<file path="src/drp_defs.vh">
// Purpose: constants for the sample ROM nibble read port
// Assumes: nibble-wide register port of the on-chip 4-bit core
// Notes:   offsets are nibble addresses in the common register block
`ifndef DRP_DEFS_VH
`define DRP_DEFS_VH
`define DRP_REG_AW        5
`define DRP_OFS_ADDR0     5'h18
`define DRP_OFS_ADDR1     5'h19
`define DRP_OFS_ADDR2     5'h1A
`define DRP_OFS_ADDR3     5'h1B
`define DRP_OFS_DATA_LO   5'h1C
`define DRP_OFS_DATA_HI   5'h1D
`define DRP_OFS_ADDR4     5'h1E
`define DRP_ROM_AW        20
`define DRP_ROM_DW        8
`define DRP_END_SMALL     20'hCFFBF
`define DRP_END_LARGE     20'hFFFBF
`define DRP_TDRR_CYCLES   2'd2
`endif

</file>
<file path="src/drp_rom_port.v">
// Purpose: sample ROM read port: five address nibbles, two data nibbles
// Assumes: ROM array outside answers rom_data_in one clock after rom_addr_out
// Notes:   address registers hold no reset value; read data is registered
`timescale 1ns/1ps
`default_nettype none
`include "drp_defs.vh"
module drp_rom_port #(
  parameter ROM_AW = `DRP_ROM_AW
) (
  // Clock and reset
  input  wire                     sys_clk_in,
  input  wire                     rst_n_in,
  // Option straps, fixed after programming
  input  wire                     wdt_option_in,
  input  wire                     variant_large_in,
  // Core register port
  input  wire [`DRP_REG_AW-1:0]   reg_addr_in,
  input  wire                     reg_wr_in,
  input  wire                     reg_rd_in,
  input  wire [3:0]               reg_wdata_in,
  output reg  [3:0]               reg_rdata_out,
  output wire                     reg_hit_out,
  // Sample ROM array
  output wire [ROM_AW-1:0]        rom_addr_out,
  input  wire [`DRP_ROM_DW-1:0]   rom_data_in,
  // Status
  output reg                      data_ready_out,
  output reg                      wdt_restart_out,
  output wire [ROM_AW-1:0]        usable_end_out
);

  reg  [3:0]               addr_nib_r [0:4];
  reg  [`DRP_ROM_DW-1:0]   data_r;
  reg  [1:0]               wait_r;
  reg  [1:0]               wait_nxt;
  wire                     addr_wr;
  wire [2:0]               addr_idx;

  function [2:0] nib_index;
    input [`DRP_REG_AW-1:0] a;
    begin
      case (a)
        `DRP_OFS_ADDR0: nib_index = 3'd0;
        `DRP_OFS_ADDR1: nib_index = 3'd1;
        `DRP_OFS_ADDR2: nib_index = 3'd2;
        `DRP_OFS_ADDR3: nib_index = 3'd3;
        `DRP_OFS_ADDR4: nib_index = 3'd4;
        default:        nib_index = 3'd7;
      endcase
    end
  endfunction

  assign addr_idx = nib_index(reg_addr_in);
  assign addr_wr  = reg_wr_in && (addr_idx != 3'd7);
  assign reg_hit_out = (addr_idx != 3'd7) || (reg_addr_in == `DRP_OFS_DATA_LO)
                       || (reg_addr_in == `DRP_OFS_DATA_HI);

  // Address nibbles concatenated, nibble zero lowest
  assign rom_addr_out = {addr_nib_r[4], addr_nib_r[3], addr_nib_r[2],
                         addr_nib_r[1], addr_nib_r[0]};
  // Reserved top range is not blocked in hardware
  assign usable_end_out = variant_large_in ? `DRP_END_LARGE : `DRP_END_SMALL;

  always @(posedge sys_clk_in) begin
    if (addr_wr) begin
      addr_nib_r[addr_idx] <= reg_wdata_in;
    end
  end

  // Array output captured each clock: valid two clocks after an address write
  always @(posedge sys_clk_in) begin
    if (!rst_n_in) begin
      data_r <= {`DRP_ROM_DW{1'b0}};
    end else begin
      data_r <= rom_data_in;
    end
  end

  always @* begin
    wait_nxt = wait_r;
    if (addr_wr) begin
      wait_nxt = `DRP_TDRR_CYCLES;
    end else if (wait_r != 2'd0) begin
      wait_nxt = wait_r - 2'd1;
    end
  end

  always @(posedge sys_clk_in) begin
    if (!rst_n_in) begin
      wait_r          <= 2'd0;
      data_ready_out  <= 1'b0;
      wdt_restart_out <= 1'b0;
      reg_rdata_out   <= 4'h0;
    end else begin
      wait_r         <= wait_nxt;
      data_ready_out <= (wait_nxt == 2'd0);
      // Data high write only kicks the watchdog, and only when wdt_option_in is set; ROM untouched
      wdt_restart_out <= reg_wr_in && wdt_option_in &&
                         (reg_addr_in == `DRP_OFS_DATA_HI);
      if (reg_rd_in) begin
        case (reg_addr_in)
          `DRP_OFS_DATA_LO: reg_rdata_out <= data_r[3:0];
          `DRP_OFS_DATA_HI: reg_rdata_out <= data_r[7:4];
          default: begin
            if (addr_idx != 3'd7) begin
              reg_rdata_out <= addr_nib_r[addr_idx];
            end else begin
              reg_rdata_out <= 4'h0;
            end
          end
        endcase
      end
    end
  end

endmodule // drp_rom_port
`default_nettype wire

</file>
<file path="config.mk">
export PLATFORM = sky130hd
export DESIGN_NAME = drp_rom_port
export DESIGN_NICKNAME = d
export VERILOG_FILES = /design/src/drp_rom_port.v
export VERILOG_INCLUDE_DIRS = /design/src /design/src/src
export SDC_FILE = /design/constraint.sdc
export NUM_CORES = 1
export LEC_CHECK = 0
export BUFFER_PORTS_ARGS = -buffer_cell sky130_fd_sc_hd__buf_2
export CORE_ASPECT_RATIO = 1.4
export CORE_MARGIN = 8
export CORE_UTILIZATION = 45
export CTS_CLUSTER_DIAMETER = 100
export DETAILED_ROUTE_END_ITERATION = 8
export PLACE_DENSITY_LB_ADDON = 0.1
export SETUP_SLACK_MARGIN = 0.2
export SYNTH_ARGS = -nofsm -noshare
export SYNTH_HDL_FRONTEND = slang
export SYNTH_SLANG_ARGS = --single-unit
</file>
<file path="constraint.sdc">
create_clock -name sys_clk_in -period 2.05 [get_ports sys_clk_in]
set_input_delay 0.205 -clock sys_clk_in [delete_from_list [all_inputs] [get_ports sys_clk_in]]
set_output_delay 0.205 -clock sys_clk_in [all_outputs]
set_load 0.05 [all_outputs]
</file>
==> results.sh, run 1 <==
export IMPL_clk_pin_slew_ns=0.06
export IMPL_vias=1108
export IMPL_yosys_cell_types_count=30
export IMPL_dr_pass1_iters=5
export IMPL_use_met1_pct=11.73
export IMPL_die_area_um2=5652
export IMPL_track_usage_pct=12.58
export IMPL_hold_viol=0
export IMPL_slew_viol_final=0
export IMPL_timing_setup_tns_ns=0
export IMPL_worstSetupPathType="input pin to flop"
export IMPL_ant_nets=0
export IMPL_gp_congestion=0.7485
export IMPL_p_per_area_nw_per_um2=814.9
export IMPL_drive_gt1_share_pct=33.33
export IMPL_ys_seq_area_share_pct=58.79
export IMPL_syn2layout_area_growth_pct=17.41
export IMPL_hold_class="input pin to flop"
export IMPL_final_period_utilization_pct=64.09
export IMPL_outcome="completed"
export IMPL_hpwl_um=2933
export IMPL_coreArea_um2=3347
export IMPL_cts_buffer_depth=2
export IMPL_grt_pass1_wl_um=5382
export IMPL_fmaxAchievable_mhz=761.2
export IMPL_finalNetCount=205
export IMPL_fp_row_count=25
export IMPL_grtUsageMet3_pct=6.258
export IMPL_netlist_instances=135
export IMPL_reg2reg_from="addr_nib_r[4][2]"
export IMPL_antenna_cells=0
export IMPL_worstSetupStartpointType="input pin"
export IMPL_most_common_layout_cells="buf_2, edfxtp_1, conb_1"
export IMPL_ios=70
export IMPL_drc=0
export IMPL_rsz0062_at_grt="false"
export IMPL_endpoint="addr_nib_r[2][3]"
export IMPL_ys_flop_type="edfxtp_1"
export IMPL_yosysWarnings=0
export IMPL_maxSlewHeadroom_pct=51.79
export IMPL_drt_iter0_drc=41
export IMPL_finalPower_mw=1.499
export IMPL_insertion_delay_ns=0.28
export IMPL_post_cts_buffers=0
export IMPL_tightest_slew_ns=0.7176
export IMPL_die_w_um=65.87
export IMPL_ctsResizeCount=0
export IMPL_viasPerCell=4.969
export IMPL_port_buffers=48
export IMPL_async_flop_share_pct=0
export IMPL_critPathMaxFanout=19
export IMPL_cts_hold_buf=0
export IMPL_power_leakage_nw=0.7751
export IMPL_clock_root_buffer="clkbuf_8"
export IMPL_ys_seq_elements=36
export IMPL_dp_cells=215
export IMPL_final_cells=223
export IMPL_final_common_cell="buf_2"
export IMPL_r2r_slack_ns=0.84
export IMPL_setup_worst_path_end_class="flop"
export IMPL_grt_max_degree=20
export IMPL_fin_crit_ns=1.314
export IMPL_fin_worst_skew_ns=0.001738
export IMPL_antenna_found_initial=0
export IMPL_netlist_area_um2=1567
export IMPL_grt_overflow=0
export IMPL_rr_endpoint="reg_rdata_out[2]"
export IMPL_avgSynthCellArea_um2=11.60
export IMPL_die_y_um=85.81
export IMPL_setup_viol=0
export IMPL_grtUsageMet2_pct=22.24
export IMPL_avgRoutedWirePerCell_um=16.33
export IMPL_crit_path_start="reg_addr_in[0]"
export IMPL_arrival_ns=1.22
export IMPL_maxCapViolCount=0
export IMPL_ir_drop_uv=581.6
export IMPL_h_tree_depth=2
export IMPL_busiest_layer="met2"
export IMPL_cts_sinks=36
export IMPL_cts_tree="built"
export IMPL_synth_edff_count=20
export IMPL_wirelength_um=3641
export IMPL_grt_pass1_vias=1125
export IMPL_cts_buffers=5
export IMPL_r2r_cells=4
export IMPL_start_util_pct=46.80
export IMPL_worstPathRequired_ns=1.96
[cells by family (layout without fill, tap and decap cells)]
family / Yosys count / after routing / synth area share [%]
buf+inv: 27 / 59 / 12.14
simple gates: 39 / 39 / 13.82
flops: 36 / 36 / 58.79
compound gates: 22 / 22 / 7.908
other cells: 2 / 18 / 0.4794
mux: 9 / 9 / 6.869
[registers in the layout, indices dropped and copies added, names as in the netlist]
| signal | cells |
|---|---|
| data_r | 8 |
| wdt_restart_out | 1 |
| wait_r | 2 |
| data_ready_out | 1 |
| addr_nib_r | 20 |
| reg_rdata_out | 4 |
[cells in the mapped netlist, drive strengths merged, types with 2 or more instances]
cell    number  area, µm²
a21oi        8      40.04
a31oi        5      31.28
and2         9      56.30
buf         26      186.4
conb         2      7.510
dfxtp       16      320.3
edfxtp      20      600.6
mux2         4      45.04
mux2i        4      40.04
nand2        8      30.03
nand2b       3      18.77
nand3        4      20.02
nor2         5      18.77
nor3         2      10.01
nor4b        3      26.28
o21ai        6      30.03
[worst max-delay path, cell delays in order]
cell and delay, ns:
buf_2 0.21, nand2b_1 0.23, nor3_1 0.57
[where the power goes]
part	switching [mW]	leakage [nW]	internal, mW
Combinational	0.168	0.417	0.0486
Sequential	0.00682	0.313	0.781
Clock	0.220	0.0455	0.274
[routing by layer]
metal	vias to the layer above	wire (µm)	part of all wire [%]
met5	-	0	0
met4	0	80	2.2
met3	8	393	11
met2	52	2004	55
met1	514	1163	32
li1	534	-	-
[stage by stage]
stage	util, %	cell area, µm²	worst slack, ns	hold slack (ns)
floorplan	-	1627	0.4450	0.3039
global placement	52.26	1749	0.5016	0.4065
detailed placement	52.26	1749	0.4010	0.4081
CTS	54.95	1839	0.6952	0.1216
global route	54.95	1839	0.6678	0.1230
finish	54.95	1839	0.7363	0.1262
[final cells by class]
class                           instances  area, µm²
Timing Repair Buffer                   51      262.8
Fill cell                             311       1508
Multi-Input combinational cell         88      515.5
Tap cell                               40      50.05
Sequential cell                        36      920.9
Clock buffer                            8      90.09
[worst min path at each step]
stage	start	endpoint	depth (start not counted)
finish	rom_data_in[0]	data_r[0]	2
global route	rom_data_in[3]	data_r[3]	2
CTS	rom_data_in[0]	data_r[0]	2
global placement	wait_r[0]	wait_r[0]	1
floorplan	reg_wdata_in[0]	addr_nib_r[0][0]	0
detailed placement	wait_r[0]	wait_r[0]	1
Note: power is estimated with default switching activity, not from simulation.
==> run 2, diff against run 1 <==
- CORE_UTILIZATION: 45 -> 41
- clock period: 2.05 -> 1.2 ns (I/O delays scaled with it)
==> run 2 against run 1 <==
  * Clock power grew 120%
  * Register-to-register slack lost 0.80 ns
  * Worst setup slack worse by 0.70 ns
  * Global-route usage grew 1.6 points
  * Count of clock-buffer cells in the layout fell by 3
  * Combinational power up 110%
  * Total power is 92% higher
  * Final cell count increased by 9.0%
  * Routed wire length up 11%
  * First-iteration DRC count shrank 2.4%
  * Critical path type is now flop to flop
  * Largest power group unchanged
==> results.sh, run 2 (same netlist as run 1, synthesis figures left out) <==
export IMPL_cts_sinks=36
export IMPL_timing_setup_tns_ns=0
export IMPL_avgRoutedWirePerCell_um=16.61
export IMPL_clk_pin_slew_ns=0.07
export IMPL_viasPerCell=4.815
export IMPL_outcome="completed"
export IMPL_final_period_utilization_pct=97.05
export IMPL_track_usage_pct=14.14
export IMPL_final_common_cell="buf_4"
export IMPL_clock_root_buffer="clkbuf_8"
export IMPL_r2r_cells=4
export IMPL_insertion_delay_ns=0.29
export IMPL_reg2reg_from="addr_nib_r[2][2]"
export IMPL_finalNetCount=223
export IMPL_cts_hold_buf=0
export IMPL_antenna_found_initial=0
export IMPL_wirelength_um=4037
export IMPL_grt_max_degree=16
export IMPL_drt_iter0_drc=40
export IMPL_crit_path_start="addr_nib_r[2][2]"
export IMPL_die_w_um=68.24
export IMPL_arrival_ns=1.34
export IMPL_fin_crit_ns=1.165
export IMPL_r2r_slack_ns=0.04
export IMPL_critPathMaxFanout=2
export IMPL_largestRegisters="addr_nib_r: 20 flops, data_r: 8 flops, reg_rdata_out: 4 flops"
export IMPL_fp_row_count=26
export IMPL_grt_pass1_vias=1240
export IMPL_cts_tree="built"
export IMPL_worstHoldStart="rom_data_in[3]"
export IMPL_die_area_um2=6083
export IMPL_hold_viol=0
export IMPL_finalPower_mw=2.883
export IMPL_cts_buffers=5
export IMPL_grt_overflow=0
export IMPL_ir_drop_uv=997.8
export IMPL_fin_worst_skew_ns=0.004045
export IMPL_cts_buffer_depth=2
export IMPL_gp_congestion=0.7855
export IMPL_port_buffers=48
export IMPL_worstPathRequired_ns=1.38
export IMPL_slew_viol_final=0
export IMPL_antenna_cells=0
export IMPL_top_register="addr_nib_r"
export IMPL_grt_pass1_wl_um=6306
export IMPL_hold_depth=2
export IMPL_hpwl_um=3213
export IMPL_setup_viol=0
export IMPL_maxCapViolCount=0
export IMPL_power_leakage_nw=0.9655
export IMPL_worstSetupPathType="flop to flop"
export IMPL_fmaxAchievable_mhz=858.6
export IMPL_rsz0062_at_grt="true"
export IMPL_p_per_area_nw_per_um2=1273
export IMPL_ios=70
export IMPL_worstSetupStartpointType="flop"
export IMPL_drive_gt1_share_pct=45.77
export IMPL_vias=1170
export IMPL_endpoint="reg_rdata_out[2]"
export IMPL_most_common_layout_cells="buf_4, buf_2, edfxtp_1"
export IMPL_die_y_um=89.14
export IMPL_start_util_pct=42.99
export IMPL_coreArea_um2=3643
export IMPL_drc=0
export IMPL_largest_reg_flops=20
export IMPL_rr_endpoint="reg_rdata_out[2]"
export IMPL_h_tree_depth=2
export IMPL_hold_class="input pin to flop"
export IMPL_setup_worst_path_end_class="flop"
export IMPL_dr_pass1_iters=4
export IMPL_ant_nets=0
export IMPL_syn2layout_area_growth_pct=44.57
-- run 2: power by group --
part,switching (mW),internal [mW]
clock,0.446,0.625
sequential,0.0138,1.33
combinational,0.317,0.148
-- run 2: worst min-delay path by stage --
stage | endpoint | slack (ns)
2_1_floorplan | addr_nib_r[0][0] | 0.22
3_3_place_gp | usable_end_out[16] | 0.24
3_5_place_dp | usable_end_out[16] | 0.24
4_1_cts | data_r[0] | 0.02
5_1_grt | data_r[4] | 0.03
6_report | data_r[3] | 0.03
-- run 2: area by class of cell --
type	instances	area [µm²]
fill	311	1379
tap	42	52.55
timing repair buffer	69	571.8
multi-input combinational	88	604.3
clock inverter	3	46.29
clock buffer	5	68.82
sequential	36	920.9
-- run 2: critical path, stage by stage, from the launching register on --
cell      delay [ns]
edfxtp_1        0.40
mux2_4          0.29
a22oi_2         0.17
or3_1           0.13
a31oi_1         0.07
-- run 2: stage by stage --
stage | util [%] | instance area (µm²) | hold WS (ns) | instances | worst slack [ns]
CTS | 61.02 | 2223 | 0.02342 | 241 | 0.02654
finish | 62.16 | 2265 | 0.03130 | 243 | 0.03537
detailed placement | 53.30 | 1942 | 0.2406 | 231 | -0.1378
global route | 62.16 | 2265 | 0.02763 | 243 | -0.01458
floorplan | - | 1742 | 0.2189 | 151 | -0.2146
global placement | 53.30 | 1942 | 0.2406 | 231 | -0.08339
-- run 2: repair_timing --
action,CTS,global route
endpoints found under the setup margin,31,27
resized for setup,48,8
hold endpoints to repair,0,0
pin swaps,6,4
setup buffers,2,2
-- run 2: layer usage --
metal / share of wire [%] / global-route usage, % / routed length (µm) / vias to the layer above
li1: - / - / - / 567
met1: 35 / 14.25 / 1427 / 545
met2: 52 / 23.72 / 2098 / 49
met3: 9.9 / 5.772 / 399 / 9
met4: 2.8 / 8.224 / 112 / 0
met5: 0 / 0 / 0 / -
==> run 3, diff against run 2 <==
- CORE_UTILIZATION: 41 -> 25
- clock period: 1.2 -> 1.36 ns (I/O delays scaled with it)
==> run 3 against run 2 <==
  * Worst setup slack better by 0.15 ns
  * Critical path depth is the same
  * Flip-flop and latch count unchanged
  * Total power fell by 12%
  * Final area fell by 11%
  * Die area increased by 49%
  * Final cell count up 7.8%
  * Global-route usage is 4.4 points lower
  * Sequential power decreased by 12%
  * Critical path type unchanged
  * Critical endpoint unchanged
  * Maximum frequency shrank 0.76%
  * Count of clock-buffer cells in the layout stayed put
  * Register-to-register slack gained 0.15 ns
==> results.sh, run 3 (same netlist as run 1, synthesis figures left out) <==
export IMPL_multi_input_area_um2=550.5
export IMPL_largest_reg_flops=20
export IMPL_whs_endpoint="data_r[2]"
export IMPL_hold_depth=2
export IMPL_start_util_pct=25.57
export IMPL_die_area_um2=9091
export IMPL_timing_setup_tns_ns=0
export IMPL_die_w_um=82.90
export IMPL_h_tree_depth=2
export IMPL_avgRoutedWirePerCell_um=16.86
export IMPL_port_buffers=48
export IMPL_insertion_delay_ns=0.29
export IMPL_wirelength_um=4418
export IMPL_coreArea_um2=6126
export IMPL_critPathMaxFanout=2
export IMPL_worst_slack_ns=0.1865
export IMPL_worstPathRequired_ns=1.58
export IMPL_worstHoldStart="rom_data_in[2]"
export IMPL_drive_gt1_share_pct=39.47
export IMPL_final_cells=262
export IMPL_cts_hold_buf=0
export IMPL_final_common_cell="buf_2"
export IMPL_r2r_slack_ns=0.19
export IMPL_drt_iter0_drc=64
export IMPL_grt_max_degree=16
export IMPL_grt_pass1_wl_um=6900
export IMPL_fin_worst_skew_ns=0.004326
export IMPL_hold_class="input pin to flop"
export IMPL_setup_worst_path_end_class="flop"
export IMPL_viasPerCell=4.420
export IMPL_gp_congestion=0.7073
export IMPL_final_period_utilization_pct=86.29
export IMPL_finalNetCount=212
export IMPL_cts_buffers=5
export IMPL_power_leakage_nw=0.8430
export IMPL_worstSetupPathType="flop to flop"
export IMPL_cts_sinks=36
export IMPL_ant_nets=0
export IMPL_clk_pin_slew_ns=0.08
export IMPL_fin_crit_ns=1.174
export IMPL_syn2layout_area_growth_pct=28.27
export IMPL_clock_root_buffer="clkbuf_8"
export IMPL_design_area_um2=2009
export IMPL_crit_path_cell_trace="mux2_4 -> a22oi_2 -> or3_1 -> a31oi_1"
export IMPL_cts_buffer_depth=2
export IMPL_antenna_cells=0
export IMPL_fp_row_count=34
export IMPL_outcome="completed"
export IMPL_p_per_area_nw_per_um2=1256
export IMPL_ios=70
export IMPL_cts_tree="built"
export IMPL_ir_drop_uv=672.8
export IMPL_reg2reg_from="addr_nib_r[2][2]"
export IMPL_dr_pass1_iters=7
export IMPL_vias=1158
export IMPL_rr_endpoint="reg_rdata_out[2]"
export IMPL_ff_latch_area_um2=920.9
export IMPL_fillCellCount=651
export IMPL_placed_cell_area_um2=1863
export IMPL_track_usage_pct=9.766
export IMPL_drc=0
export IMPL_slew_viol_final=0
export IMPL_dp_slack_ns=0.05769
export IMPL_grt_overflow=0
export IMPL_cp_slowest_cell="or3_1"
export IMPL_fmaxAchievable_mhz=852.2
export IMPL_most_common_layout_cells="buf_2, edfxtp_1, conb_1"
export IMPL_hold_viol=0
export IMPL_top_register="addr_nib_r"
export IMPL_hpwl_um=3483
export IMPL_dp_cells=252
export IMPL_crit_path_max_incr_delay_ns=0.37
export IMPL_largestRegisters="addr_nib_r: 20 flops, data_r: 8 flops, reg_rdata_out: 4 flops"
export IMPL_die_y_um=109.7
export IMPL_grt_pass1_vias=1204
export IMPL_r2r_cells=4
export IMPL_setup_viol=0
export IMPL_antenna_found_initial=0
export IMPL_rsz0062_at_grt="true"
export IMPL_arrival_ns=1.39
export IMPL_maxCapViolCount=0
export IMPL_worstSetupStartpointType="flop"
==> run 3: cell types whose count changed in the layout (fill, tap and decap cells not counted), moves of 3 or more <==
cell   delta
buf_2    +25
buf_4    -13
buf_6    -19
buf_8     -3
==> run 3: area by class of cell <==
class,count,share of cell area [%]
clock buffer,5,3.425
clock inverter,3,2.304
multi-input combinational,88,27.40
timing repair buffer,58,16.56
tap,72,4.483
sequential,36,45.83
==> run 3: layer usage <==
metal,track usage [%],share of wire [%]
met1,11.14,42
met2,15.43,48
met3,4.818,9.5
met4,3.778,1.2
met5,0,0
==> run 3: worst max path at each step <==
stage / startpoint / endpoint / slack [ns] / depth (start not counted)
after floorplan: reg_addr_in[1] / reg_hit_out / -0.10 / 3
after global placement: reg_wr_in / addr_nib_r[3][2] / 0.04 / 3
after detailed placement: reg_addr_in[2] / addr_nib_r[4][0] / 0.06 / 4
after CTS: addr_nib_r[4][2] / reg_rdata_out[2] / 0.19 / 4
after global routing: addr_nib_r[2][2] / reg_rdata_out[2] / 0.11 / 4
final: addr_nib_r[2][2] / reg_rdata_out[2] / 0.19 / 4
==> run 3: repair_timing <==
item / in CTS / in global routing
gates cloned: 0 / 0
pin swaps: 1 / 2
endpoints found under the setup margin: 1 / 4
buffers inserted: 0 / 2
resized for setup: 1 / 4
==> run 3: metrics by stage <==
stage / power, mW / hold WS (ns) / util [%]
final: 2.524 / 0.04469 / 32.80
after global placement: 1.564 / 0.2725 / 30.41
after CTS: 2.541 / 0.03980 / 32.37
after global routing: 2.632 / 0.03173 / 32.80
after floorplan: 1.529 / 0.2349 / -
after detailed placement: 1.568 / 0.2725 / 30.41
==> run 3: report_power, final <==
group          total, mW  internal (mW)  switching (mW)
Combinational      0.362         0.0926           0.269
Clock              0.976          0.552           0.424
Sequential          1.19           1.18          0.0109
==> run 3: critical path, delay by kind of cell (launching register included) <==
family | cells | cell delay [ns]
compound gates | 2 | 0.24
simple gates | 1 | 0.37
mux | 1 | 0.15
flops | 1 | 0.35
